### src/design/rtccs_params.svh
`ifndef RTCCS_PARAMS_SVH
`define RTCCS_PARAMS_SVH
`define RTCCS_ADDR_SEC 4'h0
`define RTCCS_ADDR_ADJ 4'h7
`define RTCCS_ADDR_CTL1 4'he
`define RTCCS_ADDR_CTL2 4'hf
`define RTCCS_CTL1_RST 8'h00
`define RTCCS_CTL2_RST 8'h10
`define RTCCS_ADJ_RST 8'h00
`define RTCCS_PON_BIT 4
`define RTCCS_XST_BIT 5
`define RTCCS_CLK_NS 40
`define RTCCS_SEC_DLY_NS 92000
`define RTCCS_SEC_DLY_CYC (`RTCCS_SEC_DLY_NS / `RTCCS_CLK_NS)
`define RTCCS_ALM_DLY_NS 61000
`define RTCCS_ALM_DLY_CYC (`RTCCS_ALM_DLY_NS / `RTCCS_CLK_NS)
`define RTCCS_DIV_TOP 16'h7fff
`define RTCCS_HALF_BIT 14
`define RTCCS_QTR_BIT 13
`define RTCCS_ADJ_SEC 6'h3b
`define RTCCS_OSC_HZ 64'd32768
`define RTCCS_ADJ_MAX_NS 64'd3784000
`define RTCCS_ADJ_MAX_TK \
    ((`RTCCS_ADJ_MAX_NS * `RTCCS_OSC_HZ) / 64'd1000000000)
`endif

### src/design/rtccs_pkg.sv
package rtccs_pkg;
    typedef enum logic [1:0] {
        RTCCS_PM_OFF,
        RTCCS_PM_LOW,
        RTCCS_PM_PULSE,
        RTCCS_PM_LEVEL
    } rtccs_pmode_e;

    typedef struct packed {
        logic weekly_alarm_enable;
        logic daily_alarm_enable;
        logic hour24_select;
        logic clkout_disable_b;
        logic test_mode;
        logic periodic_select_b2;
        logic periodic_select_b1;
        logic periodic_select_b0;
    } rtccs_ctl1_s;

    typedef struct packed {
        logic supply_threshold_select;
        logic supply_low_flag;
        logic osc_halt_flag_n;
        logic poweron_flag;
        logic clkout_disable_a;
        logic periodic_irq_flag;
        logic weekly_alarm_flag;
        logic daily_alarm_flag;
    } rtccs_ctl2_s;

    typedef struct packed {
        logic wr;
        logic [3:0] addr;
        logic [7:0] wdata;
    } rtccs_req_s;

    typedef struct packed {
        logic sec_zero;
        logic min_zero;
        logic hour_zero;
        logic day_one;
    } rtccs_next_s;
endpackage : rtccs_pkg

### src/design/rtccs_core.sv
// Behaviour
// - Alarm enable bits gate each alarm interrupt
// - Hour format bit: 0 twelve-hour, 1 twenty-four
// - Twelve-hour BCD, bit 5 marks afternoon
// - Clock out stops only when both disables set
// - Test bit stored; host keeps it zero
// - Selector codes: off, low, pulse, level
// - Pulse mode 2 Hz or 1 Hz, half duty
// - Pulse mode: second advances 92 us later
// - Second write clears divider, pulse output low
// - Level codes: second, minute, hour, month
// - Level falling edge meets second increment
// - Adjustment bends one second per minute
// - Power-up: control two reads only power-on set
// - Threshold bit: 0 is 2.1 V, 1 is 1.3 V
// - Supply-low flag sticks, monitoring continues
// - Writing 0 clears supply-low, set again while supply still low
// - Periodic flag mirrors low output, level clear
// - Power-on flag holds control bits at zero, except XST
// - Alarm flags set 61 us after enabled match
`timescale 1ns/10ps
`include "rtccs_params.svh"
`default_nettype none
module rtccs_core
    import rtccs_pkg::*;
(
    input wire logic clock,
    input wire logic rst_n,
    input wire rtccs_req_s reg_req,
    output logic [7:0] reg_rdata,
    input wire logic osc_clk,
    input wire logic osc_tick,
    input wire logic osc_halted,
    input wire logic vdd_below_2v1,
    input wire logic vdd_below_1v3,
    input wire logic [1:0] alarm_match,
    input wire rtccs_next_s next_count,
    input wire logic [4:0] hour_bin,
    output logic [5:0] hour_code,
    output logic sec_inc,
    output logic irq_out_n,
    output logic clkout_pin
);
    localparam logic [15:0] SEC_DLY = 16'(`RTCCS_SEC_DLY_CYC);
    localparam logic [15:0] ALM_DLY = 16'(`RTCCS_ALM_DLY_CYC);
    localparam logic [6:0] ADJ_MAX = 7'(`RTCCS_ADJ_MAX_TK);

    rtccs_ctl1_s c1_r, c1_nxt;
    rtccs_ctl2_s c2_r, c2_nxt;
    logic [7:0] adj_r, adj_nxt;
    logic [15:0] div_r, div_nxt;
    logic [5:0] sec60_r, sec60_nxt;
    logic [15:0] sdly_r, sdly_nxt;
    logic [15:0] alm_cnt_r [2];
    logic [15:0] alm_cnt_nxt [2];
    logic [7:0] rdata_nxt;
    logic [5:0] hour_nxt;
    logic sec_inc_nxt, irq_nxt, clkout_nxt;

    logic wr_sec, wr_adj, wr_c1, wr_c2, wrap, pulse_low, lvl_event;
    logic mon_low, periodic_irq_flag_clr;
    logic [15:0] term;
    logic [6:0] adj_tk;
    logic [1:0] alm_en, alm_flag, alm_clr, alm_set;
    rtccs_pmode_e pmode;

    function automatic logic [5:0] hour_enc(input logic [4:0] h,
                                            input logic h24);
        logic [4:0] v;
        logic pm;
        v = h;
        pm = 1'b0;
        if (!h24) begin
            pm = (h >= 5'd12);
            v = pm ? 5'(h - 5'd12) : h;
            v = (v == 5'd0) ? 5'd12 : v;
        end
        if (v >= 5'd20) begin
            hour_enc = {2'b10, 4'(v - 5'd20)};
        end else if (v >= 5'd10) begin
            hour_enc = {2'b01, 4'(v - 5'd10)};
        end else begin
            hour_enc = {2'b00, v[3:0]};
        end
        hour_enc[5] = hour_enc[5] | pm;
    endfunction : hour_enc

    always_comb begin
        wr_sec = reg_req.wr && reg_req.addr == `RTCCS_ADDR_SEC;
        wr_adj = reg_req.wr && reg_req.addr == `RTCCS_ADDR_ADJ;
        wr_c1 = reg_req.wr && reg_req.addr == `RTCCS_ADDR_CTL1;
        wr_c2 = reg_req.wr && reg_req.addr == `RTCCS_ADDR_CTL2;

        unique case ({c1_r.periodic_select_b2, c1_r.periodic_select_b1})
            2'b00: pmode = c1_r.periodic_select_b0 ? RTCCS_PM_LOW
                                                   : RTCCS_PM_OFF;
            2'b01: pmode = RTCCS_PM_PULSE;
            default: pmode = RTCCS_PM_LEVEL;
        endcase

        // Adjustment in steps of two oscillator ticks, capped
        adj_tk = ({adj_r[5:0], 1'b0} > ADJ_MAX) ? ADJ_MAX
                                                 : {adj_r[5:0], 1'b0};
        term = `RTCCS_DIV_TOP;
        if (sec60_r == `RTCCS_ADJ_SEC && adj_r[5:0] != 6'h00) begin
            term = adj_r[6] ? 16'(term - {9'h000, adj_tk})
                            : 16'(term + {9'h000, adj_tk});
        end

        div_nxt = div_r;
        wrap = 1'b0;
        if (wr_sec) begin
            div_nxt = 16'h0000;
        end else if (osc_tick) begin
            if (div_r >= term) begin
                div_nxt = 16'h0000;
                wrap = 1'b1;
            end else begin
                div_nxt = 16'(div_r + 16'h0001);
            end
        end
        sec60_nxt = sec60_r;
        if (wrap) begin
            sec60_nxt = (sec60_r == `RTCCS_ADJ_SEC) ? 6'h00
                                                  : 6'(sec60_r + 6'h01);
        end

        // Low half first: the falling edge opens each second
        if (c1_r.periodic_select_b0) begin
            pulse_low = div_nxt[15:`RTCCS_HALF_BIT] == 2'b00
                        || div_nxt[15];
        end else begin
            pulse_low = !div_nxt[`RTCCS_QTR_BIT];
        end

        // Pulse mode lets the counter step a little after the edge
        sdly_nxt = (sdly_r != 16'h0000) ? 16'(sdly_r - 16'h0001)
                                        : 16'h0000;
        sec_inc_nxt = 1'b0;
        if (wrap && pmode == RTCCS_PM_PULSE) begin
            sdly_nxt = SEC_DLY;
        end else if (wrap) begin
            sec_inc_nxt = 1'b1;
        end
        if (sdly_r == 16'h0001) begin
            sec_inc_nxt = 1'b1;
        end

        unique case ({c1_r.periodic_select_b1, c1_r.periodic_select_b0})
            2'b00: lvl_event = wrap;
            2'b01: lvl_event = wrap && next_count.sec_zero;
            2'b10: lvl_event = wrap && next_count.sec_zero
                               && next_count.min_zero;
            default: lvl_event = wrap && next_count.sec_zero
                                 && next_count.min_zero
                                 && next_count.hour_zero
                                 && next_count.day_one;
        endcase

        c1_nxt = c1_r;
        if (wr_c1) begin
            c1_nxt = rtccs_ctl1_s'(reg_req.wdata);
        end
        adj_nxt = wr_adj ? reg_req.wdata : adj_r;

        c2_nxt = c2_r;
        if (wr_c2) begin
            c2_nxt.supply_threshold_select = reg_req.wdata[7];
            c2_nxt.clkout_disable_a = reg_req.wdata[3];
            c2_nxt.osc_halt_flag_n = reg_req.wdata[`RTCCS_XST_BIT];
            if (!reg_req.wdata[`RTCCS_PON_BIT]) begin
                c2_nxt.poweron_flag = 1'b0;
            end
        end
        if (osc_halted) begin
            c2_nxt.osc_halt_flag_n = 1'b0;
        end

        // Set wins over a clear arriving in the same cycle
        mon_low = c2_r.supply_threshold_select ? vdd_below_1v3
                                               : vdd_below_2v1;
        c2_nxt.supply_low_flag = (c2_r.supply_low_flag
                                  && !(wr_c2 && !reg_req.wdata[6]))
                                 || mon_low;

        periodic_irq_flag_clr = wr_c2 && !reg_req.wdata[2];
        unique case (pmode)
            RTCCS_PM_OFF: c2_nxt.periodic_irq_flag = 1'b0;
            RTCCS_PM_LOW: c2_nxt.periodic_irq_flag = 1'b1;
            RTCCS_PM_PULSE: c2_nxt.periodic_irq_flag = pulse_low;
            RTCCS_PM_LEVEL: c2_nxt.periodic_irq_flag =
                (c2_r.periodic_irq_flag && !periodic_irq_flag_clr)
                || lvl_event;
        endcase

        alm_en = {c1_r.weekly_alarm_enable, c1_r.daily_alarm_enable};
        alm_clr = {wr_c2 && !reg_req.wdata[1], wr_c2 && !reg_req.wdata[0]};
        alm_flag = {c2_r.weekly_alarm_flag, c2_r.daily_alarm_flag};
        for (int i = 0; i < 2; i++) begin
            alm_cnt_nxt[i] = 16'h0000;
            if (alm_en[i] && alarm_match[i]) begin
                alm_cnt_nxt[i] = ALM_DLY;
            end else if (alm_en[i] && alm_cnt_r[i] != 16'h0000) begin
                alm_cnt_nxt[i] = 16'(alm_cnt_r[i] - 16'h0001);
            end
            alm_set[i] = alm_en[i] && alm_cnt_r[i] == 16'h0001;
            alm_flag[i] = alm_en[i] && ((alm_flag[i] && !alm_clr[i])
                                        || alm_set[i]);
        end
        c2_nxt.weekly_alarm_flag = alm_flag[1];
        c2_nxt.daily_alarm_flag = alm_flag[0];

        if (c2_r.poweron_flag) begin
            c1_nxt = `RTCCS_CTL1_RST;
            adj_nxt = `RTCCS_ADJ_RST;
            c2_nxt = rtccs_ctl2_s'({3'b000, c2_nxt.poweron_flag, 4'h0})
                     | rtccs_ctl2_s'({2'b00, c2_nxt.osc_halt_flag_n,
                                      5'h00});
        end

        irq_nxt = !(c2_nxt.periodic_irq_flag || c2_nxt.weekly_alarm_flag
                    || c2_nxt.daily_alarm_flag);
        clkout_nxt = (c1_nxt.clkout_disable_b && c2_nxt.clkout_disable_a)
                     || osc_clk;
        hour_nxt = hour_enc(hour_bin, c1_r.hour24_select);

        unique case (reg_req.addr)
            `RTCCS_ADDR_ADJ: rdata_nxt = adj_r;
            `RTCCS_ADDR_CTL1: rdata_nxt = c1_r;
            `RTCCS_ADDR_CTL2: rdata_nxt = c2_r;
            default: rdata_nxt = 8'h00;
        endcase
    end

    always_ff @(posedge clock or negedge rst_n) begin
        if (!rst_n) begin
            c1_r <= `RTCCS_CTL1_RST;
            c2_r <= `RTCCS_CTL2_RST;
            adj_r <= `RTCCS_ADJ_RST;
            div_r <= 16'h0000;
            sec60_r <= 6'h00;
            sdly_r <= 16'h0000;
            alm_cnt_r[0] <= 16'h0000;
            alm_cnt_r[1] <= 16'h0000;
            reg_rdata <= 8'h00;
            hour_code <= 6'h00;
            sec_inc <= 1'b0;
            irq_out_n <= 1'b1;
            clkout_pin <= 1'b1;
        end else begin
            c1_r <= c1_nxt;
            c2_r <= c2_nxt;
            adj_r <= adj_nxt;
            div_r <= div_nxt;
            sec60_r <= sec60_nxt;
            sdly_r <= sdly_nxt;
            alm_cnt_r[0] <= alm_cnt_nxt[0];
            alm_cnt_r[1] <= alm_cnt_nxt[1];
            reg_rdata <= rdata_nxt;
            hour_code <= hour_nxt;
            sec_inc <= sec_inc_nxt;
            irq_out_n <= irq_nxt;
            clkout_pin <= clkout_nxt;
        end
    end
endmodule : rtccs_core
`default_nettype wire

### config.mk
export PLATFORM = sky130hd
export DESIGN_NAME = rtccs_core
export DESIGN_NICKNAME = d
export VERILOG_FILES = /design/src/design/rtccs_pkg.sv /design/src/design/rtccs_core.sv
export VERILOG_INCLUDE_DIRS = /design/src /design/src/design
export SDC_FILE = /design/constraint.sdc
export NUM_CORES = 1
export LEC_CHECK = 0
export BUFFER_PORTS_ARGS = -buffer_cell sky130_fd_sc_hd__clkbuf_2
export CELL_PAD_IN_SITES_DETAIL_PLACEMENT = 0
export CELL_PAD_IN_SITES_GLOBAL_PLACEMENT = 1
export CORE_ASPECT_RATIO = 1.5
export CORE_MARGIN = 2
export CORE_UTILIZATION = 52
export CTS_BUF_LIST = sky130_fd_sc_hd__clkbuf_4
export DETAILED_ROUTE_END_ITERATION = 12
export HOLD_SLACK_MARGIN = 0.03
export PLACE_DENSITY = 0.87
export SLEW_MARGIN = 30
export SYNTH_ARGS = -nofsm -noshare
export SYNTH_HDL_FRONTEND = slang
export SYNTH_SLANG_ARGS = --single-unit
export TNS_END_PERCENT = 30
### constraint.sdc
create_clock -name clock -period 10.2 [get_ports clock]
set_input_delay 0.51 -clock clock [delete_from_list [all_inputs] [get_ports clock]]
set_output_delay 0.51 -clock clock [all_outputs]
set_load 0.005 [all_outputs]
==> results.txt <==
- Routability-driven placement finished with a final weighted congestion of 0.8402.
* Synth Cell Area: 6241 um^2
- Placed Instance Area: 6601 um^2
- Effective utilization at floorplan: 52.74%
- Hold-critical path endpoint: c2_r[5]$_DFFE_PN0P_
* Final hold vios: 0
- Highest Signal Layer: met4
* Cells resized by post-CTS repair: 0
- Counting distinct cell types in the post-synthesis netlist gives 63.
- Sum of net half-perimeters after detailed placement: 10620 um
- The critical path is of the reg -> reg type.
- Initial antenna violation count: 1
- Cell chosen for the clock root: sky130_fd_sc_hd__clkbuf_4
- Ys Warns: 0
* Max Clock Freq: 258.4 MHz
- First-pass GRT wire length: 24120 um
- Kind of capture point of the worst setup path: flop
- TritonRoute pass-1 iters: 5
* Maximum number of pins on one net before global-route repair: 72
* Fraction of layout instances using a drive strength above 1: 11.86%
* Fraction of registers with async set or reset after synthesis: 100.0%
- Gate count of the mapped netlist: 679
- Pin placement for this block handled 48 I/O pins.
- After routing the design area is 6773 um^2.
* Die area: 12910 um^2
- Kind of path behind the tightest hold check: in -> reg
- Count of hold-fix buffers inserted at cts: 1
- Count of endpoints failing setup in the final report: 0
* Overflow left after global routing: 0
* Post-layout power: 1.205 mW
- Clock tree synthesis found a total of 111 sinks.
- The region available for standard cell placement spans 11830 um^2.
- Counting along the longest clock path gives a buffer depth of 2.
- Dominant cell type by area after synthesis: sky130_fd_sc_hd__dfrtp_1
- Adding up every negative setup slack in the final design gives 0 ps.
- Number of cells traversed by the worst hold path: 2
- Mapped Nets: 742
- In this run the tightest slew margin relative to its limit is 49.09%.
- Setup repair after global routing left no endpoint under its margin.
- A synthesized cell averages 9.191 um^2.
* IR drop worst, VDD: 0.0001127 V
- Htree depth: 3
- In the finished design, the share of the clock period the worst path needs comes to 37.93%.
- Depth of the most critical reg-to-reg path: 11
- Share of the synthesized area in the top cell type: 43.30%
- Count of input and output buffers: 47
- In this run the most critical hold path is launched from osc_halted.
* # Max-Cap Violations: 0
* Required time at the endpoint of the critical path: 10590 ps
- Reg-to-reg critical path startpoint: sec60_r[0]$_DFFE_PN0P_
* Floorplan die width: 93.45 um
- Number of cell rows: 49
* Part of the Yosys area used for sequential elements: 44.57%
* Layout Area Growth over Synthesis: 8.521%
* Met2 wire length: 7470 um
- FF+latch count, synth: 111
* Capture point of the worst reg-to-reg path: irq_out_n$_DFF_PN1_
- Via count of the first global-routing pass: 5072
- The flow ran to the end, and the final reports show no timing, DRC or antenna violations.
* Vias per std cell: 5.788
* Global-route total usage across every layer: 23.06%
- Iteration-0 DRC count of the detailed router: 284
* DRC violation count after routing: 0
* Sum of routed wire segments on met1: 5917 um
* Hold_ws: 167.9 ps
- For this run, the post-layout net count is 783.
- Clk_lat worst skew: 480 ps
- For this design the static power due to leakage is 3.189 nW.
- Sum of routed wire length over all layers: 14180 um
- Post-route ant nets: 0
- Detailed routing inserted a total of 5088 vias.
- Clock-pin slew was measured on the worst setup and hold paths at 170 ps.
- Launching element type of the critical path: flop
- Total power per unit cell area: 177.8 nW/um^2
- The max-slew violation count was 0.
- Average detailed-routed wire length per instance: 16.14 um
- Worst clock skew: 27.56 ps
- TritonCTS created 9 clock buffers.
* Arrival time worst endpoint: 4260 ps
- Number of setup buffers added after CTS: 0
- Worst-Margin Slew: 755.6 ps
- Worst reg2reg setup slack: 6330 ps
- Number of synthesized flops with an enable pin: 0
- CTS tree: done
- Primary flip-flop cell chosen by synthesis mapping: sky130_fd_sc_hd__dfrtp_1
- Top area cells in the synthesized netlist: sky130_fd_sc_hd__dfrtp_1 43%, sky130_fd_sc_hd__ha_1 6.4%, sky130_fd_sc_hd__xnor2_1 4.8%
* Final min period: 3869 ps
- Routed wire length on met3: 506 um
- In this run the worst path has a maximum fanout of 6.
- The floorplan step set the die height to 138.2 um.
## critical path: stages, from the launching register on
cell and delay (ps):
sky130_fd_sc_hd__dfrtp_1 420, sky130_fd_sc_hd__ha_1 200, sky130_fd_sc_hd__nand4_1 110, sky130_fd_sc_hd__or2_2 340, sky130_fd_sc_hd__a21o_1 220, sky130_fd_sc_hd__a2111oi_0 450, sky130_fd_sc_hd__ha_1 330, sky130_fd_sc_hd__o311ai_0 440
sky130_fd_sc_hd__o31ai_1 170, sky130_fd_sc_hd__o21ai_0 630, sky130_fd_sc_hd__o211ai_1 230, sky130_fd_sc_hd__a211oi_1 250
## kinds of logic after synthesis
family          count (synthesis)  synth area share [%]
compound gates                149                 15.24
xor+xnor                       49                 6.877
fa+ha+maj                      32                 6.415
simple gates                  272                 21.85
buf+inv                        57                 3.568
flops                         111                 44.57
mux                             9                 1.484
## per-layer routing
layer / up-vias / track usage (%)
li1: 2482 / -
met1: 2479 / 28.87
met2: 106 / 40.44
met3: 21 / 3.815
met4: 0 / 6.966
met5: - / 0
## flip-flops by register name, indices dropped and copies added (netlist names), 8 cells and up
register,count
alm_cnt_r,32
sdly_r,16
reg_rdata,8
c2_r,8
adj_r,8
div_r,16
## cell usage in the layout, fill, tap and decap left out, types with 8 or more instances in the layout
| master | instances |
|---|---|
| sky130_fd_sc_hd__a21oi_1 | 41 |
| sky130_fd_sc_hd__a222oi_1 | 8 |
| sky130_fd_sc_hd__clkbuf_2 | 46 |
| sky130_fd_sc_hd__clkbuf_4 | 9 |
| sky130_fd_sc_hd__dfrtp_1 | 108 |
| sky130_fd_sc_hd__ha_1 | 32 |
| sky130_fd_sc_hd__inv_1 | 37 |
| sky130_fd_sc_hd__nand2_1 | 74 |
| sky130_fd_sc_hd__nand3_1 | 33 |
| sky130_fd_sc_hd__nor2_1 | 67 |
| sky130_fd_sc_hd__nor3_1 | 21 |
| sky130_fd_sc_hd__nor4_1 | 10 |
| sky130_fd_sc_hd__o21ai_0 | 50 |
| sky130_fd_sc_hd__xnor2_1 | 34 |
| sky130_fd_sc_hd__xor2_1 | 15 |
## where the power goes
group          total (mW)  internal (mW)  leakage, nW  switching, mW
clock               0.233         0.0798       0.0816          0.153
combinational       0.383          0.179         1.67          0.204
sequential          0.588          0.509         1.44         0.0793
total                1.20          0.768         3.19          0.437
## how the worst max path moves through the flow
stage	startpoint	to	slack, ps
floorplan	sec60_r[0]$_DFFE_PN0P_	sec60_r[2]$_DFFE_PN0P_	6880
global placement	sec60_r[0]$_DFFE_PN0P_	irq_out_n$_DFF_PN1_	6560
detailed placement	sec60_r[0]$_DFFE_PN0P_	irq_out_n$_DFF_PN1_	6410
CTS	sec60_r[0]$_DFFE_PN0P_	irq_out_n$_DFF_PN1_	6350
global route	sec60_r[0]$_DFFE_PN0P_	irq_out_n$_DFF_PN1_	5890
finish	sec60_r[0]$_DFFE_PN0P_	irq_out_n$_DFF_PN1_	6330
## synth_stat cells (3+ instances only)
library cell	instances
sky130_fd_sc_hd__a21oi_1	41
sky130_fd_sc_hd__dfstp_2	3
sky130_fd_sc_hd__nor2_1	67
sky130_fd_sc_hd__nor2b_1	5
sky130_fd_sc_hd__o31ai_1	3
sky130_fd_sc_hd__o21ai_0	50
sky130_fd_sc_hd__nand3_1	33
sky130_fd_sc_hd__a222oi_1	8
sky130_fd_sc_hd__o211ai_1	7
sky130_fd_sc_hd__a31oi_1	4
sky130_fd_sc_hd__nand2b_1	6
sky130_fd_sc_hd__nor4_1	10
sky130_fd_sc_hd__or3_1	7
sky130_fd_sc_hd__a22o_1	3
sky130_fd_sc_hd__a21o_1	6
sky130_fd_sc_hd__dfrtp_1	108
sky130_fd_sc_hd__nor3_1	21
sky130_fd_sc_hd__and4_1	5
sky130_fd_sc_hd__and3_1	5
sky130_fd_sc_hd__inv_1	37
sky130_fd_sc_hd__mux2i_1	7
sky130_fd_sc_hd__xnor2_1	34
sky130_fd_sc_hd__nand4_1	5
sky130_fd_sc_hd__or2_2	7
sky130_fd_sc_hd__xor2_1	15
sky130_fd_sc_hd__nand2_1	74
sky130_fd_sc_hd__ha_1	32
sky130_fd_sc_hd__and2_1	7
sky130_fd_sc_hd__clkbuf_1	17
sky130_fd_sc_hd__a21boi_0	3
sky130_fd_sc_hd__o21a_1	5
sky130_fd_sc_hd__nor3b_1	5
## layout make-up
type | instances | area (um^2)
fillers | 1089 | 5060
multi-input cells | 511 | 3237
flip-flops and latches | 111 | 2781
repair buffers | 50 | 266.5
well taps | 153 | 191.4
inverters | 37 | 138.9
clock inverters | 7 | 87.58
clock buffers | 9 | 67.56
diodes | 1 | 2.502
## stage by stage
step / instances / util [%] / setup slack (ps)
after detailed placement: 861 / 55.79 / 6412
after global placement: 861 / 55.79 / 6559
after global routing: 879 / 57.24 / 5894
final: 879 / 57.24 / 6331
after floorplan: 679 / - / 6883
after CTS: 878 / 57.19 / 6347
(Power assumes the default switching activity.)
